$ cat config.mk
export PLATFORM = sky130hd
export DESIGN_NAME = acr_adc_control
export DESIGN_NICKNAME = d
export VERILOG_FILES = /design/src/rtl/acr_pkg.sv /design/src/rtl/acr_adc_control.sv
export VERILOG_INCLUDE_DIRS = /design/src /design/src/rtl
export SDC_FILE = /design/constraint.sdc
export NUM_CORES = 1
export LEC_CHECK = 0
export BUFFER_PORTS_ARGS = -buffer_cell sky130_fd_sc_hd__buf_2
export CAP_MARGIN = 5
export CORE_MARGIN = 4
export CORE_UTILIZATION = 50
export CTS_BUF_LIST = sky130_fd_sc_hd__clkbuf_2
export DETAILED_ROUTE_END_ITERATION = 12
export PLACE_DENSITY = 0.76
export SLEW_MARGIN = 20
export SYNTH_ARGS = -nofsm -noshare
export SYNTH_HDL_FRONTEND = slang
export SYNTH_SLANG_ARGS = --single-unit
$ cat constraint.sdc
create_clock -name ref_clk -period 3.15 [get_ports ref_clk]
set_clock_uncertainty 0.15 [all_clocks]
set_input_delay 0.4725 -clock ref_clk [delete_from_list [all_inputs] [get_ports ref_clk]]
set_output_delay 0.4725 -clock ref_clk [all_outputs]
set_load 0.05 [all_outputs]
$ cat src/rtl/acr_map.svh
`ifndef ACR_MAP_SVH
`define ACR_MAP_SVH
`define ACR_CTRL0_ADDR      8'hE8
`define ACR_REFCTL_ADDR     8'hD1
`define ACR_CTRL0_RESET     8'h00
`define ACR_REFCTL_RESET    8'h00
`define ACR_BIT_ENABLE      7
`define ACR_BIT_BURST       6
`define ACR_BIT_DONE        5
`define ACR_BIT_BUSY        4
`define ACR_BIT_WINDOW      3
`define ACR_TRIG_MSB        2
`define ACR_REFSEL_LSB      3
`define ACR_BIT_GNDSEL      2
`define ACR_BIT_INTERNAL_REF_LEVEL     1
`define ACR_BIT_TEMPEN      0
`define ACR_CONV_CYCLES     8'h10
`endif

$ cat src/rtl/acr_pkg.sv
`default_nettype none
package acr_pkg;
    typedef enum logic [1:0] {
        ACR_REF_EXT    = 2'h0,
        ACR_REF_VDD    = 2'h1,
        ACR_REF_VREG   = 2'h2,
        ACR_REF_INT    = 2'h3
    } acr_ref_t;
    typedef enum logic [2:0] {
        ACR_TRG_SW     = 3'h0,
        ACR_TRG_T0     = 3'h1,
        ACR_TRG_T2     = 3'h2,
        ACR_TRG_T3     = 3'h3,
        ACR_TRG_EXT    = 3'h4
    } acr_trig_t;
    typedef enum logic [2:0] {
        ACR_ST_IDLE    = 3'b001,
        ACR_ST_CONV    = 3'b010,
        ACR_ST_DONE    = 3'b100
    } acr_state_t;
    typedef struct packed {
        logic timer0Ovf;
        logic timer2Ovf;
        logic timer3Ovf;
        logic extStart;
    } acr_trig_in_t;
    typedef struct packed {
        logic [1:0] refSel;
        logic       intRefOn;
        logic       intRefHigh;
        logic       useAgndPin;
        logic       useChipGnd;
        logic       tempSensorOn;
    } acr_analog_t;
endpackage
`default_nettype wire

$ cat src/rtl/acr_adc_control.sv
`timescale 1ns/1ps
`default_nettype none
`include "acr_map.svh"
module acr_adc_control
    import acr_pkg::*;
#(
    parameter int          RES_W       = 16,
    parameter logic [7:0]  CONV_CYCLES = `ACR_CONV_CYCLES,
    parameter logic [6:0]  BURST_LEN   = 7'h04
) (
    input  wire logic               ref_clk,
    input  wire logic               srst,
    input  wire logic [7:0]         sfrAddr,
    input  wire logic [7:0]         sfrWdata,
    input  wire logic               sfrWe,
    output logic [7:0]              sfrRdata_ff,
    input  wire acr_trig_in_t       trigIn,
    input  wire logic               tempSelected,
    input  wire logic [RES_W-1:0]   sampleResult,
    input  wire logic [RES_W-1:0]   windowGt,
    input  wire logic [RES_W-1:0]   windowLt,
    output logic [RES_W-1:0]        result_ff,
    output logic                    convActive_ff,
    output logic                    sampling_ff,
    output acr_analog_t             analog_ff
);
    // ============================================================
    // Registers and state
    logic [7:0]        ctrl_ff, nxt_ctrl;
    logic [7:0]        refCtl_ff, nxt_refCtl;
    acr_state_t        state_ff, nxt_state;
    logic [7:0]        cnt_ff, nxt_cnt;
    logic [6:0]        burst_ff, nxt_burst;
    logic              extPrev_ff, nxt_extPrev;
    logic              nxt_convActive, nxt_sampling;
    logic [RES_W-1:0]  nxt_result;
    logic [7:0]        nxt_rdata;
    acr_analog_t       nxt_analog;
    logic              startReq, convEnd, inWindow, ctrlWr, refWr;
    logic              doneSet, winSet;
    acr_ref_t          refSel;

    assign ctrlWr = sfrWe && (sfrAddr == `ACR_CTRL0_ADDR);
    assign refWr  = sfrWe && (sfrAddr == `ACR_REFCTL_ADDR);
    assign refSel = acr_ref_t'(refCtl_ff[`ACR_REFSEL_LSB +: 2]);

    // ============================================================
    // Trigger selection
    always_comb begin
        case (acr_trig_t'(ctrl_ff[`ACR_TRIG_MSB:0]))
            ACR_TRG_SW:  startReq = ctrlWr && sfrWdata[`ACR_BIT_BUSY];
            ACR_TRG_T0:  startReq = trigIn.timer0Ovf;
            ACR_TRG_T2:  startReq = trigIn.timer2Ovf;
            ACR_TRG_T3:  startReq = trigIn.timer3Ovf;
            ACR_TRG_EXT: startReq = trigIn.extStart && !extPrev_ff;
            default:     startReq = 1'b0;
        endcase
    end

    // ============================================================
    // Window comparator
    // Ordered limits give an inside window; reversed limits an outside one.
    always_comb begin
        if (windowLt > windowGt) begin
            inWindow = (sampleResult > windowGt) && (sampleResult < windowLt);
        end else begin
            inWindow = (sampleResult > windowGt) || (sampleResult < windowLt);
        end
    end

    // ============================================================
    // Conversion sequencer
    // A disabled converter still converts in burst mode, powering up per burst.
    always_comb begin
        nxt_state = state_ff;
        nxt_cnt   = cnt_ff;
        nxt_burst = burst_ff;
        convEnd   = 1'b0;
        nxt_extPrev = trigIn.extStart;
        case (state_ff)
            ACR_ST_IDLE: begin
                if (startReq && (ctrl_ff[`ACR_BIT_ENABLE] || ctrl_ff[`ACR_BIT_BURST])) begin
                    nxt_state = ACR_ST_CONV;
                    nxt_cnt   = CONV_CYCLES;
                    nxt_burst = ctrl_ff[`ACR_BIT_BURST] ? BURST_LEN : 7'h01;
                end
            end
            ACR_ST_CONV: begin
                if (cnt_ff == 8'h01) begin
                    convEnd = 1'b1;
                    if (burst_ff == 7'h01) begin
                        nxt_state = ACR_ST_DONE;
                    end else begin
                        nxt_burst = burst_ff - 7'h01;
                        nxt_cnt   = CONV_CYCLES;
                    end
                end else begin
                    nxt_cnt = cnt_ff - 8'h01;
                end
            end
            ACR_ST_DONE: nxt_state = ACR_ST_IDLE;
            default:     nxt_state = ACR_ST_IDLE;
        endcase
    end

    // ============================================================
    // Register file
    // Hardware set beats a software clear written in the same cycle.
    assign doneSet = (state_ff == ACR_ST_DONE);
    assign winSet  = convEnd && (nxt_state == ACR_ST_DONE) && inWindow;
    always_comb begin
        nxt_ctrl   = ctrl_ff;
        nxt_refCtl = refCtl_ff;
        if (ctrlWr) begin
            nxt_ctrl = sfrWdata;
        end
        nxt_ctrl[`ACR_BIT_BUSY] = (nxt_state != ACR_ST_IDLE);
        if (doneSet) begin
            nxt_ctrl[`ACR_BIT_DONE] = 1'b1;
        end
        if (winSet) begin
            nxt_ctrl[`ACR_BIT_WINDOW] = 1'b1;
        end
        if (refWr) begin
            nxt_refCtl = sfrWdata;
        end
        nxt_result = result_ff;
        if (convEnd) begin
            nxt_result = sampleResult;
        end
        case (sfrAddr)
            `ACR_CTRL0_ADDR:  nxt_rdata = nxt_ctrl;
            `ACR_REFCTL_ADDR: nxt_rdata = nxt_refCtl;
            default:          nxt_rdata = 8'h00;
        endcase
    end

    // ============================================================
    // Analog controls
    always_comb begin
        nxt_analog.refSel       = refSel;
        nxt_analog.intRefOn     = (refSel == ACR_REF_INT) && (nxt_state != ACR_ST_IDLE);
        nxt_analog.intRefHigh   = refCtl_ff[`ACR_BIT_INTERNAL_REF_LEVEL];
        nxt_analog.tempSensorOn = refCtl_ff[`ACR_BIT_TEMPEN];
        nxt_analog.useChipGnd   = (tempSelected && nxt_state == ACR_ST_IDLE)
                               || ((refSel == ACR_REF_INT) && !refCtl_ff[`ACR_BIT_INTERNAL_REF_LEVEL]
                                   && nxt_state == ACR_ST_CONV);
        nxt_analog.useAgndPin   = refCtl_ff[`ACR_BIT_GNDSEL] && !nxt_analog.useChipGnd;
        nxt_convActive          = (nxt_state == ACR_ST_CONV);
        nxt_sampling            = (nxt_state == ACR_ST_IDLE);
    end

    // ============================================================
    // Sequencer state
    always_ff @(posedge ref_clk) begin
        if (srst) begin
            state_ff   <= ACR_ST_IDLE;
            cnt_ff     <= 8'h00;
            burst_ff   <= 7'h00;
            extPrev_ff <= 1'b0;
        end else begin
            state_ff   <= nxt_state;
            cnt_ff     <= nxt_cnt;
            burst_ff   <= nxt_burst;
            extPrev_ff <= nxt_extPrev;
        end
    end

    // ============================================================
    // Register file state
    // Control resets to zero, so every flag and the trigger code start cleared.
    always_ff @(posedge ref_clk) begin
        if (srst) begin
            ctrl_ff     <= `ACR_CTRL0_RESET;
            refCtl_ff   <= `ACR_REFCTL_RESET;
            result_ff   <= '0;
            sfrRdata_ff <= 8'h00;
        end else begin
            ctrl_ff     <= nxt_ctrl;
            refCtl_ff   <= nxt_refCtl;
            result_ff   <= nxt_result;
            sfrRdata_ff <= nxt_rdata;
        end
    end

    // ============================================================
    // Output state
    // Outputs copy the next-state decode, so they line up with state_ff.
    always_ff @(posedge ref_clk) begin
        if (srst) begin
            convActive_ff <= 1'b0;
            sampling_ff   <= 1'b0;
            analog_ff     <= '0;
        end else begin
            convActive_ff <= nxt_convActive;
            sampling_ff   <= nxt_sampling;
            analog_ff     <= nxt_analog;
        end
    end

    // ============================================================
    // Checks
    chk_done_sets: assert property (@(posedge ref_clk) disable iff (srst)
        (state_ff == ACR_ST_DONE) |=> ctrl_ff[`ACR_BIT_DONE])
        else $error("done flag not set after conversion");
    chk_done_sticky: assert property (@(posedge ref_clk) disable iff (srst)
        (ctrl_ff[`ACR_BIT_DONE] && !ctrlWr) |=> ctrl_ff[`ACR_BIT_DONE])
        else $error("done flag cleared without write");
    chk_sw_start: assert property (@(posedge ref_clk) disable iff (srst)
        (state_ff == ACR_ST_IDLE && ctrl_ff[2:0] == 3'h0 && ctrl_ff[7] && ctrlWr && sfrWdata[4])
        |=> state_ff == ACR_ST_CONV)
        else $error("software start ignored");
    chk_reserved_idle: assert property (@(posedge ref_clk) disable iff (srst)
        (state_ff == ACR_ST_IDLE && ctrl_ff[2:0] > 3'h4) |=> state_ff == ACR_ST_IDLE)
        else $error("reserved trigger started conversion");
    chk_shutdown: assert property (@(posedge ref_clk) disable iff (srst)
        (state_ff == ACR_ST_IDLE && !ctrl_ff[7] && !ctrl_ff[6]) |=> state_ff == ACR_ST_IDLE)
        else $error("conversion while shut down");
    chk_intref_auto: assert property (@(posedge ref_clk) disable iff (srst)
        analog_ff.intRefOn |-> (convActive_ff || state_ff == ACR_ST_DONE))
        else $error("internal reference on while idle");
    chk_temp_gnd: assert property (@(posedge ref_clk) disable iff (srst)
        ($past(tempSelected) && sampling_ff) |-> !analog_ff.useAgndPin)
        else $error("analog ground used for temperature sampling");
    chk_window_set: assert property (@(posedge ref_clk) disable iff (srst)
        winSet |=> ctrl_ff[`ACR_BIT_WINDOW])
        else $error("window flag not set");
    chk_conv_len: assert property (@(posedge ref_clk) disable iff (srst)
        (state_ff == ACR_ST_IDLE && nxt_state == ACR_ST_CONV && !ctrl_ff[6])
        |=> ##15 (state_ff == ACR_ST_CONV) ##1 (state_ff == ACR_ST_DONE))
        else $error("single conversion length wrong");
    // Busy cycles are counted here; a bound on the count replaces a long repetition.
    logic [7:0]        busyLen_ff, nxt_busyLen;
    always_comb begin
        nxt_busyLen = 8'h00;
        if (state_ff != ACR_ST_IDLE) begin
            nxt_busyLen = busyLen_ff + 8'h01;
        end
    end
    always_ff @(posedge ref_clk) begin
        if (srst) begin
            busyLen_ff <= 8'h00;
        end else begin
            busyLen_ff <= nxt_busyLen;
        end
    end
    chk_busy_bound: assert property (@(posedge ref_clk) disable iff (srst)
        busyLen_ff <= 8'h41)
        else $error("sequencer busy too long");
    chk_burst_len: assert property (@(posedge ref_clk) disable iff (srst)
        (state_ff == ACR_ST_IDLE && nxt_state == ACR_ST_CONV && ctrl_ff[`ACR_BIT_BURST])
        |=> ##63 (state_ff == ACR_ST_CONV) ##1 (state_ff == ACR_ST_DONE))
        else $error("burst length wrong");
    chk_busy_flag: assert property (@(posedge ref_clk) disable iff (srst)
        ctrl_ff[`ACR_BIT_BUSY] == (state_ff != ACR_ST_IDLE))
        else $error("busy bit disagrees with sequencer");
    chk_ext_start: assert property (@(posedge ref_clk) disable iff (srst)
        (state_ff == ACR_ST_IDLE && ctrl_ff[2:0] == 3'h4 && ctrl_ff[7]
         && trigIn.extStart && !extPrev_ff) |=> state_ff == ACR_ST_CONV)
        else $error("external start edge ignored");
    chk_timer_start: assert property (@(posedge ref_clk) disable iff (srst)
        (state_ff == ACR_ST_IDLE && ctrl_ff[2:0] == 3'h1 && ctrl_ff[7] && trigIn.timer0Ovf)
        |=> state_ff == ACR_ST_CONV)
        else $error("timer start ignored");
    // Routing checks look one cycle back because the analog outputs are registered.
    chk_ref_route: assert property (@(posedge ref_clk) disable iff (srst)
        analog_ff.refSel == $past(refCtl_ff[`ACR_REFSEL_LSB +: 2]))
        else $error("reference select not routed");
    chk_level_route: assert property (@(posedge ref_clk) disable iff (srst)
        analog_ff.intRefHigh == $past(refCtl_ff[`ACR_BIT_INTERNAL_REF_LEVEL]))
        else $error("reference level not routed");
    chk_temp_route: assert property (@(posedge ref_clk) disable iff (srst)
        analog_ff.tempSensorOn == $past(refCtl_ff[`ACR_BIT_TEMPEN]))
        else $error("temperature enable not routed");
    chk_analog_ground_pin_select: assert property (@(posedge ref_clk) disable iff (srst)
        analog_ff.useAgndPin == ($past(refCtl_ff[`ACR_BIT_GNDSEL]) && !analog_ff.useChipGnd))
        else $error("analog ground select wrong");
    chk_intref_gnd: assert property (@(posedge ref_clk) disable iff (srst)
        (convActive_ff && analog_ff.refSel == 2'h3 && !analog_ff.intRefHigh) |-> analog_ff.useChipGnd)
        else $error("low internal reference not on chip ground");
    chk_intref_on: assert property (@(posedge ref_clk) disable iff (srst)
        (convActive_ff && analog_ff.refSel == 2'h3) |-> analog_ff.intRefOn)
        else $error("internal reference off during conversion");
    cov_single: cover property (@(posedge ref_clk) state_ff == ACR_ST_DONE && !ctrl_ff[6]);
    cov_burst: cover property (@(posedge ref_clk) state_ff == ACR_ST_DONE && ctrl_ff[6]);
    cov_window: cover property (@(posedge ref_clk) winSet);
    cov_ext: cover property (@(posedge ref_clk) startReq && ctrl_ff[2:0] == 3'h4);
    cov_shutdown: cover property (@(posedge ref_clk) ctrlWr && sfrWdata[4] && !ctrl_ff[7] && !ctrl_ff[6]);
endmodule
`default_nettype wire

### After elaboration in Yosys (flattened, before gate mapping)

Cells that the tools add are included.

* register bits: 68

* multiplexer cells: 22
* equal/unequal tests: 20
* add/sub/neg operators: 2
* reductions and logical operators: 23
* $lt $le $gt $ge: 3

Operators by type and width (count)
* 8-bit two-way mux: 5
* 16-bit > comparator: 2
* 8-bit case mux with 2 select lines: 2
* 7-bit two-way mux: 3
* 8-bit equality test (second input constant): 2
* 16-bit < comparator: 1
* 7-bit case mux with 2 select lines: 1
* 1-bit logical AND: 13
* 3-bit by 2-bit equality test with 1-bit output (second input constant): 4
* 3-bit two-way mux: 4
* 3-bit by 1-bit equality test with 1-bit output (second input constant): 3
* 3-bit equality test (second input constant): 3
* 8-bit by 1-bit equality test with 1-bit output (second input constant): 1
* 8-bit by 1-bit subtractor with 8-bit output (second input constant): 1
* 7-bit by 1-bit equality test with 1-bit output (second input constant): 1
* 7-bit by 1-bit subtractor with 7-bit output (second input constant): 1
* 2-bit != test (second input constant): 3
* 3-bit case mux with 2 select lines: 1
* 1-bit two-way mux: 5
* 1-bit case mux with 5 select lines: 1
* 4-bit AND reduction: 1
* 1-bit zero test: 3
* 3-bit zero test: 1
* 1-bit logical OR: 3
* 5 further kinds: 5

### Depth between registers and ports, before layout

Gate-level depths: netlist of run 1.

* word-level depth: 12
* gate-level depth with buffers: 10

### Worst setup path before layout of run 1

No wires, ideal clock.

* path kind: register -> register
* start: register cnt_ff[1]
* end: register burst_ff[4]
* setup slack: 920 ps
* cell stages (with the launch flop): 10
* data required time: 2930 ps
* path buffers: 1
* setup time: 70 ps
* clock period less this slack: 2230 ps
* arrival: 2010 ps
* cells stage by stage: dfxtp_1 inv_1 ha_1 nor3b_1 and4_2 o32a_4 and2_4 buf_6 or4_1 a21oi_1

* longest elaborated chain between the ends: 3

Ends and longest elaborated chain
* start: declaration: RTL line acr_adc_control.sv:32 `logic [7:0] cnt_ff, nxt_cnt;`
* start signal: assignment: RTL line acr_adc_control.sv:163 `cnt_ff <= nxt_cnt;`
* 8-bit by 1-bit equality test with 1-bit output: RTL line acr_adc_control.sv:89 `if (cnt_ff == 8'h01) begin`
* 2-bit != test (no source line)
* 4-bit AND reduction (no source line)
* end signal: assignment: RTL line acr_adc_control.sv:164 `burst_ff <= nxt_burst;`
* end: declaration: RTL line acr_adc_control.sv:33 `logic [6:0] burst_ff, nxt_burst;`

Every way passes these cells.
A chain may end at the register's enable or synchronous reset.

### Worst setup path after layout of run 1

* start: register cnt_ff[1]
* end: register burst_ff[5]

The elaborated chain is that of the path after synthesis.

==> impl_metrics.json, run 1 <==
{
  "wire_per_inst_um": 14.29,
  "gp_congestion": 0.8647,
  "critPathTopFamily": "simple AND/OR/NAND/NOR gates",
  "synth_mux_area_frac": 0.07717,
  "cts_max_level": 3,
  "firstDrtPassIters": 5,
  "fmax_ghz": 0.3818,
  "post-route-period-util": 0.8315,
  "clk_pin_slew_ps": 170,
  "r2r_end": "burst_ff[5]",
  "max_stage_delay_ps": 570,
  "hold_end": "result_ff[8]",
  "antennaDiodeCount": 0,
  "r2r_slack_ps": 530,
  "finalSetupTns_ps": 0,
  "ys_types": 60,
  "pwr-share-comb": 0.142,
  "clock_power_share": 0.330,
  "antenna_found_initial": 0,
  "synth_top_family_by_area": "simple AND/OR/NAND/NOR gates",
  "run_status": "completed",
  "end_kind": "flop",
  "globalRouteOverflowTotal": 0,
  "grt_max_degree": 53,
  "syn_inst": 458,
  "ios": 105,
  "dp_hpwl_um": 7722,
  "grt_pass1_vias": 3617,
  "initial_utilization": 0.5120,
  "track_usage": 0.2033,
  "synth-edff-count": 0,
  "switchingPower_mw": 0.4076,
  "area_growth_pct": 18.12,
  "synthSimpleGateAreaFrac": 0.2100,
  "ant_nets": 0,
  "num_rows": 32,
  "synth_warnings": 0,
  "path_buf_inv": 1,
  "r2r_cells": 7,
  "fin_nets": 685,
  "drt_iter0_markers": 168,
  "syn_nets": 581,
  "cp.required_ps": 3400,
  "cp_data_arrival_time_ps": 2860,
  "fin_util": 0.6048,
  "pwr-share-seq": 0.528,
  "cts_root_buf": "clkbuf_2",
  "die_x_um": 96.95,
  "synth_ff_type": "dfxtp_1",
  "postCtsSetupBuffers": 0,
  "synth_top_cell_by_area": "dfxtp_1",
  "worstHoldStart": "sampleResult[8]",
  "place_area_um2": 4556,
  "nFillCells": 689,
  "leakagePower_nw": 2.340,
  "max_slew_margin": 0.5771,
  "synth_area_um2": 3956,
  "vias": 3655,
  "die_y_um": 96.95,
  "p_int_mw": 1.206,
  "min_delay_path_depth": 3,
  "reg2reg_from": "cnt_ff[1]",
  "worstMarginPinSlew_ps": 632.5,
  "period_needed_ps": 2619,
  "syn_avg_cell_area_um2": 8.638,
  "synth_common_cells": "dfxtp_1, ha_1, nand2_1",
  "die_area_um2": 9399,
  "ctsResizeCount": 0,
  "routed_wl_um": 9533,
  "slowest_stage": "or4b_1",
  "ys_ff_latch": 67,
  "slew_viol_final": 0,
  "synthDominantCellAreaShare": 0.3390,
  "maxCapViolations": 0,
  "synth-compound-area-share": 0.1569,
  "synth_xor_xnor_area_share": 0.004428,
  "fin_area_um2": 4673,
  "async_flop_share": 0,
  "hold_viol": 0,
  "cts_buffers": 9,
  "synth_most_common_cell": "dfxtp_1",
  "synth-seq-area-share": 0.3390,
  "holdBufCountCts": 0,
  "crit_type": "flop to flop",
  "setup_violations": 0,
  "crit_fanout": 10,
  "startpoint_type": "flop",
  "grt_pass1_wl_um": 16150,
  "drive_gt1_frac": 0.2336,
  "core_um2": 7727,
  "rsz0062_at_grt": "no",
  "port-buffer-count": 104,
  "path_cells": "inv_1 -> ha_1 -> nor3b_1 -> a21oi_2 -> or4b_1 -> or3_1 -> a21oi_1",
  "drt-vias-per-instance": 5.480,
  "power.density_nw_per_um2": 345.3,
  "hold_path.class": "primary input to flop",
  "drc_errors": 0,
  "swShare": 0.2526,
  "clockBufferDepth": 2,
  "clk_latency_ps": 470,
  "ir_drop_mv": 0.1316,
  "cts.sinks": 67,
  "synth.area.top_cells": "dfxtp_1, ha_1, mux2i_1",
  "cts_tree": "built",
  "synth_fa_ha_area_frac": 0.1613
}
flip-flops by register name (all words and copies together) (netlist names):
signal and count:
ctrl_ff 7, state_ff 3, cnt_ff 8, refCtl_ff 8, extPrev_ff 1, analog_ff 7, sfrRdata_ff 8, result_ff 16
burst_ff 7, sampling_ff 1, convActive_ff 1
kinds of logic (layout without fill, tap and decap cells):
logic type                 after synthesis  in the layout
adders and majority gates               51             51
muxes                                   30             30
xor gates and xnor gates                 2              2
buffers and inverters                   50            157
DFF                                     67             67
AOI/OAI and AO/OA                       96             96
and+or+nand+nor                        162            162
layout make-up:
| class | instances | area (um^2) | share of cell area |
|---|---|---|---|
| clock inverter | 4 | 67.56 | 0.01446 |
| multi-input combinational | 341 | 2412 | 0.5162 |
| tap | 102 | 127.6 | 0.02731 |
| clock buffer | 10 | 50.05 | 0.01071 |
| inverter | 37 | 138.9 | 0.02972 |
| sequential | 67 | 1341 | 0.2870 |
| timing repair buffer | 106 | 535.5 | 0.1146 |
stage by stage:
stage	cells	power (mW)	hold slack, ps	worst slack, ps
after CTS	667	1.625	48.65	584.8
after detailed placement	653	1.099	297.7	646.3
after floorplan	458	1.004	297.6	920.3
after global placement	653	1.090	291.4	709.4
after global routing	667	1.694	36.33	388.3
final	667	1.614	88.03	530.9
how the worst max path moves through the flow:
| stage | endpoint | from | slack, ps | cells after the start |
|---|---|---|---|---|
| after global placement | ctrl_ff[3] | sampleResult[14] | 710 | 8 |
| after global routing | burst_ff[5] | cnt_ff[1] | 390 | 7 |
| after floorplan | burst_ff[4] | cnt_ff[1] | 920 | 9 |
| after detailed placement | burst_ff[5] | cnt_ff[1] | 650 | 7 |
| final | burst_ff[5] | cnt_ff[1] | 530 | 7 |
| after CTS | burst_ff[5] | cnt_ff[1] | 580 | 7 |
power groups by stage:
stage	sequential [mW]	clock, mW	combinational, mW
after global placement	0.869	0	0.221
after floorplan	0.874	0	0.130
after global routing	0.852	0.580	0.262
after detailed placement	0.869	0	0.230
final	0.851	0.532	0.230
after CTS	0.851	0.544	0.230
worst min-delay path, stage by stage:
cell	delay, ps
buf_2	120
nand2_1	50
a21oi_1	50
metal layers:
layer / wire [um] / GRT usage / share of wire / vias up
li1: - / - / - / 1850
met1: 4139 / 0.2429 / 0.43 / 1658
met2: 4595 / 0.3583 / 0.48 / 136
met3: 677 / 0.05479 / 0.071 / 11
met4: 119 / 0.05400 / 0.012 / 0
met5: 0 / 0 / 0 / -
cells in the final DEF, fill, tap and decap left out, types with 2 or more instances in the layout:
| cell type | count |
|---|---|
| a21oi_1 | 48 |
| dfxtp_1 | 67 |
| o41ai_1 | 2 |
| inv_1 | 37 |
| buf_4 | 2 |
| nor2b_1 | 7 |
| nor3_1 | 3 |
| o31ai_1 | 3 |
| nand4_1 | 14 |
| nor3b_1 | 3 |
| mux2i_1 | 29 |
| clkinv_1 | 2 |
| nor2_1 | 40 |
| or4_1 | 3 |
| o32ai_1 | 5 |
| nand2b_1 | 3 |
| o21ai_0 | 10 |
| o21a_1 | 2 |
| ha_1 | 51 |
| and4bb_2 | 2 |
| buf_2 | 104 |
| o211ai_1 | 5 |
| bufinv_16 | 2 |
| nand3_1 | 10 |
| nor4_1 | 3 |
| or4b_1 | 3 |
| a211oi_1 | 2 |
| and3_1 | 3 |
| clkbuf_2 | 10 |
| or3_1 | 5 |
| nand2_1 | 50 |
| and2_1 | 2 |
| a21o_1 | 3 |
| a21oi_2 | 2 |
Power figures use the tool's default switching activity.
==> run 2, diff against run 1 <==
- clock period: 3.15 -> 2.6 ns (I/O delays scaled with it)
==> impl_metrics.json, run 2 (same netlist as run 1, synthesis figures left out) <==
{
  "run_status": "completed",
  "cts.sinks": 67,
  "num_rows": 32,
  "initial_utilization": 0.5120,
  "routed_wl_um": 10000,
  "r2r_slack_ps": 250,
  "top_register": "result_ff",
  "die_y_um": 96.95,
  "track_usage": 0.2107,
  "pwr-share-seq": 0.548,
  "reg2reg_from": "burst_ff[1]",
  "worstMarginPinSlew_ps": 555.2,
  "grt_max_degree": 53,
  "cts_buffers": 9,
  "pwr-share-comb": 0.162,
  "swShare": 0.2695,
  "r2r_end": "burst_ff[3]",
  "max_slew_margin": 0.6289,
  "startpoint_type": "primary input",
  "die_x_um": 96.95,
  "r2r_cells": 8,
  "port-buffer-count": 104,
  "power.density_nw_per_um2": 387.6,
  "maxCapViolations": 0,
  "ir_drop_mv": 0.1902,
  "drt-vias-per-instance": 5.482,
  "clk_latency_ps": 480,
  "final_cell_mix": "buf_2, dfxtp_1, ha_1",
  "die_area_um2": 9399,
  "clockBufferDepth": 2,
  "antenna_found_initial": 0,
  "hold_end": "refCtl_ff[1]",
  "multi_input_area_um2": 2412,
  "dp_hpwl_um": 7939,
  "clk_pin_slew_ps": 170,
  "period_needed_ps": 2450,
  "p_int_mw": 1.375,
  "min_delay_path_depth": 3,
  "largest_reg_flops": 16,
  "drive_gt1_frac": 0.2317,
  "finalSetupTns_ps": 0,
  "fin_nets": 707,
  "antennaDiodeCount": 0,
  "nFillCells": 707,
  "end_kind": "flop",
  "vias": 3777,
  "area_growth_pct": 22.71,
  "gp_congestion": 0.8409,
  "setup_violations": 0,
  "firstDrtPassIters": 6,
  "hold_viol": 0,
  "layout_commonest_cell": "buf_2",
  "cts_tree": "built",
  "globalRouteOverflowTotal": 0,
  "postCtsSetupBuffers": 0,
  "switchingPower_mw": 0.5070,
  "grt_pass1_wl_um": 16650,
  "regArea_um2": 1341,
  "fin_util": 0.6282,
  "ant_nets": 0,
  "rsz0062_at_grt": "no",
  "worstHoldStart": "sfrWdata[1]",
  "hold_path.class": "primary input to flop",
  "drc_errors": 0,
  "leakagePower_nw": 2.421,
  "grt_pass1_vias": 3692,
  "post-route-period-util": 0.9422,
  "cts_root_buf": "clkbuf_2",
  "cp.required_ps": 2800,
  "crit_type": "primary input to flop",
  "wire_per_inst_um": 14.52,
  "core_um2": 7727,
  "dp_slack_ps": 221.8,
  "ios": 105,
  "cts_max_level": 3,
  "clock_power_share": 0.290,
  "ctsResizeCount": 0,
  "fmax_ghz": 0.4082,
  "crit_fanout": 3,
  "layout_setup_ws_ps": 150.3,
  "drt_iter0_markers": 200,
  "cp_data_arrival_time_ps": 2650,
  "slew_viol_final": 0
}
## run 2: changes by cell type in the layout (fill, tap and decap cells not counted), sizes merged
| cell | before | now |
|---|---|---|
| dlygate4sd3 | 0 | 17 |
| buf | 106 | 111 |
| clkinv | 2 | 4 |
| bufinv | 2 | 1 |
| clkbuf | 10 | 9 |
## run 2: power by group through the flow
| stage | Clock (mW) | Combinational (mW) | Sequential, mW |
|---|---|---|---|
| after global placement | 0 | 0.270 | 1.05 |
| after global routing | 0.585 | 0.345 | 1.03 |
| after floorplan | 0 | 0.157 | 1.06 |
| final | 0.546 | 0.304 | 1.03 |
| after detailed placement | 0 | 0.283 | 1.05 |
| after CTS | 0.559 | 0.304 | 1.03 |
## run 2: what timing repair did
| item | in CTS | in global routing |
|---|---|---|
| endpoints found under the hold margin | 17 | 0 |
| endpoints found under the setup margin | 0 | 0 |
| hold buffers | 17 | 0 |
## run 2: metal layers
metal | global-route usage | up-vias | wire [um]
met5 | 0 | - | 0
met3 | 0.04686 | 24 | 607
li1 | - | 1900 | -
met4 | 0.08963 | 0 | 246
met2 | 0.3657 | 117 | 4850
met1 | 0.2490 | 1736 | 4298
## run 2: layout make-up
| class | instances | area share |
|---|---|---|
| multi-input cells | 341 | 0.4969 |
| flip-flops and latches | 67 | 0.2763 |
| repair buffers | 128 | 0.1531 |
| inverters | 37 | 0.02861 |
| well taps | 102 | 0.02629 |
| clock inverters | 5 | 0.009536 |
| clock buffers | 9 | 0.009278 |
## run 2: metrics by stage
step                hold slack, ps  power, mW  instance area [um^2]  std cells
floorplan                    297.6      1.216                  3956        458
global placement             290.9      1.323                  4593        658
detailed placement           295.4      1.336                  4593        658
CTS                          1.235      1.894                  4855        689
global route                 2.920      1.963                  4855        689
finish                       21.30      1.882                  4855        689
## run 2: critical path, cell delays in order
cell and delay (ps):
dlygate4sd3_1 540, buf_2 140, ha_1 310, nand4_1 170, or3_1 380, a211oi_1 270
nor4_1 130, a21oi_1 170, o221ai_1 140
## run 2: how the worst max path moves through the flow
stage / startpoint / to / slack [ps] / cells past startpoint
after floorplan: cnt_ff[1] / burst_ff[4] / 370 / 9
after global placement: sampleResult[9] / ctrl_ff[3] / 260 / 8
after detailed placement: windowLt[11] / ctrl_ff[3] / 220 / 9
after CTS: sampleResult[9] / ctrl_ff[3] / 190 / 9
after global routing: sampleResult[7] / ctrl_ff[3] / 6 / 9
final: sampleResult[9] / ctrl_ff[3] / 150 / 9
==> run 3, diff against run 2 <==
- REMOVE_ABC_BUFFERS: not set -> 1
==> impl_metrics.json, run 3 (same netlist as run 1, synthesis figures left out) <==
{
  "final_cell_mix": "buf_2, dfxtp_1, ha_1",
  "crit_type": "primary input to flop",
  "layout_commonest_cell": "buf_2",
  "largest_reg_flops": 16,
  "hold_viol": 0,
  "ir_drop_mv": 0.1717,
  "fin_util": 0.6328,
  "hold_path.class": "primary input to flop",
  "fin_area_um2": 4890,
  "maxCapViolations": 0,
  "drc_errors": 0,
  "clk_latency_ps": 490,
  "ant_nets": 0,
  "post-route-period-util": 0.9376,
  "drt-vias-per-instance": 5.434,
  "setup_violations": 0,
  "dp_hpwl_um": 8015,
  "wire_per_inst_um": 14.79,
  "multi_input_area_um2": 2417,
  "cp_data_arrival_time_ps": 2650,
  "cts_root_buf": "clkbuf_2",
  "leakagePower_nw": 2.445,
  "initial_utilization": 0.5120,
  "vias": 3760,
  "globalRouteOverflowTotal": 0,
  "cts_buffers": 9,
  "ios": 105,
  "clockBufferDepth": 2,
  "finalSetupTns_ps": 0,
  "port-buffer-count": 104,
  "grt_pass1_vias": 3871,
  "die_x_um": 96.95,
  "path_cells": "dlygate4sd3_1 -> buf_2 -> ha_1 -> nand4_1 -> or3_1 -> a211oi_1 -> nor4_1 -> a21oi_1 -> o221ai_1",
  "drt_iter0_markers": 133,
  "fin_nets": 710,
  "grt_pass1_wl_um": 17600,
  "antennaDiodeCount": 0,
  "startpoint_type": "primary input",
  "run_status": "completed",
  "max_stage_delay_ps": 530,
  "power.density_nw_per_um2": 388.1,
  "crit_fanout": 3,
  "die_area_um2": 9399,
  "top_register": "result_ff",
  "gp_congestion": 0.8540,
  "area_growth_pct": 23.59,
  "cts.sinks": 67,
  "track_usage": 0.2213,
  "regArea_um2": 1341,
  "cts_max_level": 3,
  "grt_max_degree": 28,
  "firstDrtPassIters": 4,
  "clk_pin_slew_ps": 170,
  "worstMarginPinSlew_ps": 561.8,
  "slew_viol_final": 0,
  "period_needed_ps": 2438,
  "nFillCells": 674,
  "slowest_stage": "dlygate4sd3_1",
  "drive_gt1_frac": 0.2373,
  "fmax_ghz": 0.4102,
  "cp.required_ps": 2810,
  "num_rows": 32,
  "rsz0062_at_grt": "no",
  "routed_wl_um": 10240,
  "die_y_um": 96.95,
  "place_area_um2": 4601,
  "end_kind": "flop",
  "max_slew_margin": 0.6220,
  "core_um2": 7727,
  "cts_tree": "built",
  "antenna_found_initial": 0
}
## run 3: changes by cell type in the layout (fill, tap and decap cells not counted)
cell,previous run,this run
clkinv_2,1,2
clkinv_1,3,1
nor3b_1,3,2
dlygate4sd3_1,17,19
buf_4,7,8
clkbuf_2,9,10
nor3b_2,0,1
## run 3: stage by stage
step           power, mW  instances  hold WS, ps  setup WS [ps]
2_1_floorplan      1.203        445        297.6          434.2
3_5_place_dp       1.337        659        297.5          197.7
3_3_place_gp       1.325        659        288.7          247.6
4_1_cts            1.905        692       0.8033          164.8
6_report           1.898        692        26.45          162.3
5_1_grt            1.992        692        3.346          46.60
## run 3: repair_timing
action                                  in CTS  in global routing
endpoints found under the setup margin       0                  4
endpoints found under the hold margin       19                  0
hold buffers                                19                  0
resized for setup                            0                  1
setup buffers                                0                  0
## run 3: path summary, 6_finish.rpt
path                         start            to  slack, ps  depth (start not counted)
setup / recovery  sampleResult[10]    ctrl_ff[3]        160                          9
hold / removal         sfrWdata[6]  refCtl_ff[6]         30                          3
setup reg to reg         cnt_ff[1]   burst_ff[4]        210                          8
hold reg to reg       result_ff[2]  result_ff[2]        310                          2
## run 3: worst max-delay path: cells and delay by family
family / cells / cell delay, ps
AND/OR/NAND/NOR: 3 / 690
AO/OA/AOI/OAI: 3 / 590
adder cells (fa/ha/maj): 1 / 300
buffers and inverters: 2 / 670
## run 3: per-layer routing
metal  vias to the layer above  routed length, um  global-route usage
met5                         -                  0                   0
met4                         0                100             0.04968
met3                        13                566             0.05335
met2                       116               5101              0.3896
met1                      1724               4468              0.2725
li1                       1907                  -                   -
## run 3: cell type report
class	count	share of cell area
Clock buffer	10	0.01024
Sequential cell	67	0.2743
Timing Repair Buffer	131	0.1576
Inverter	37	0.02840
Clock inverter	4	0.008956
Tap cell	102	0.02610
Multi-Input combinational cell	341	0.4944
## run 3: report_power, final
part           internal (mW)  leakage (nW)  switching [mW]  total, mW
Clock                  0.210        0.0651           0.348      0.558
Combinational          0.146          1.84           0.162      0.308
Sequential              1.03         0.540        0.000737       1.03
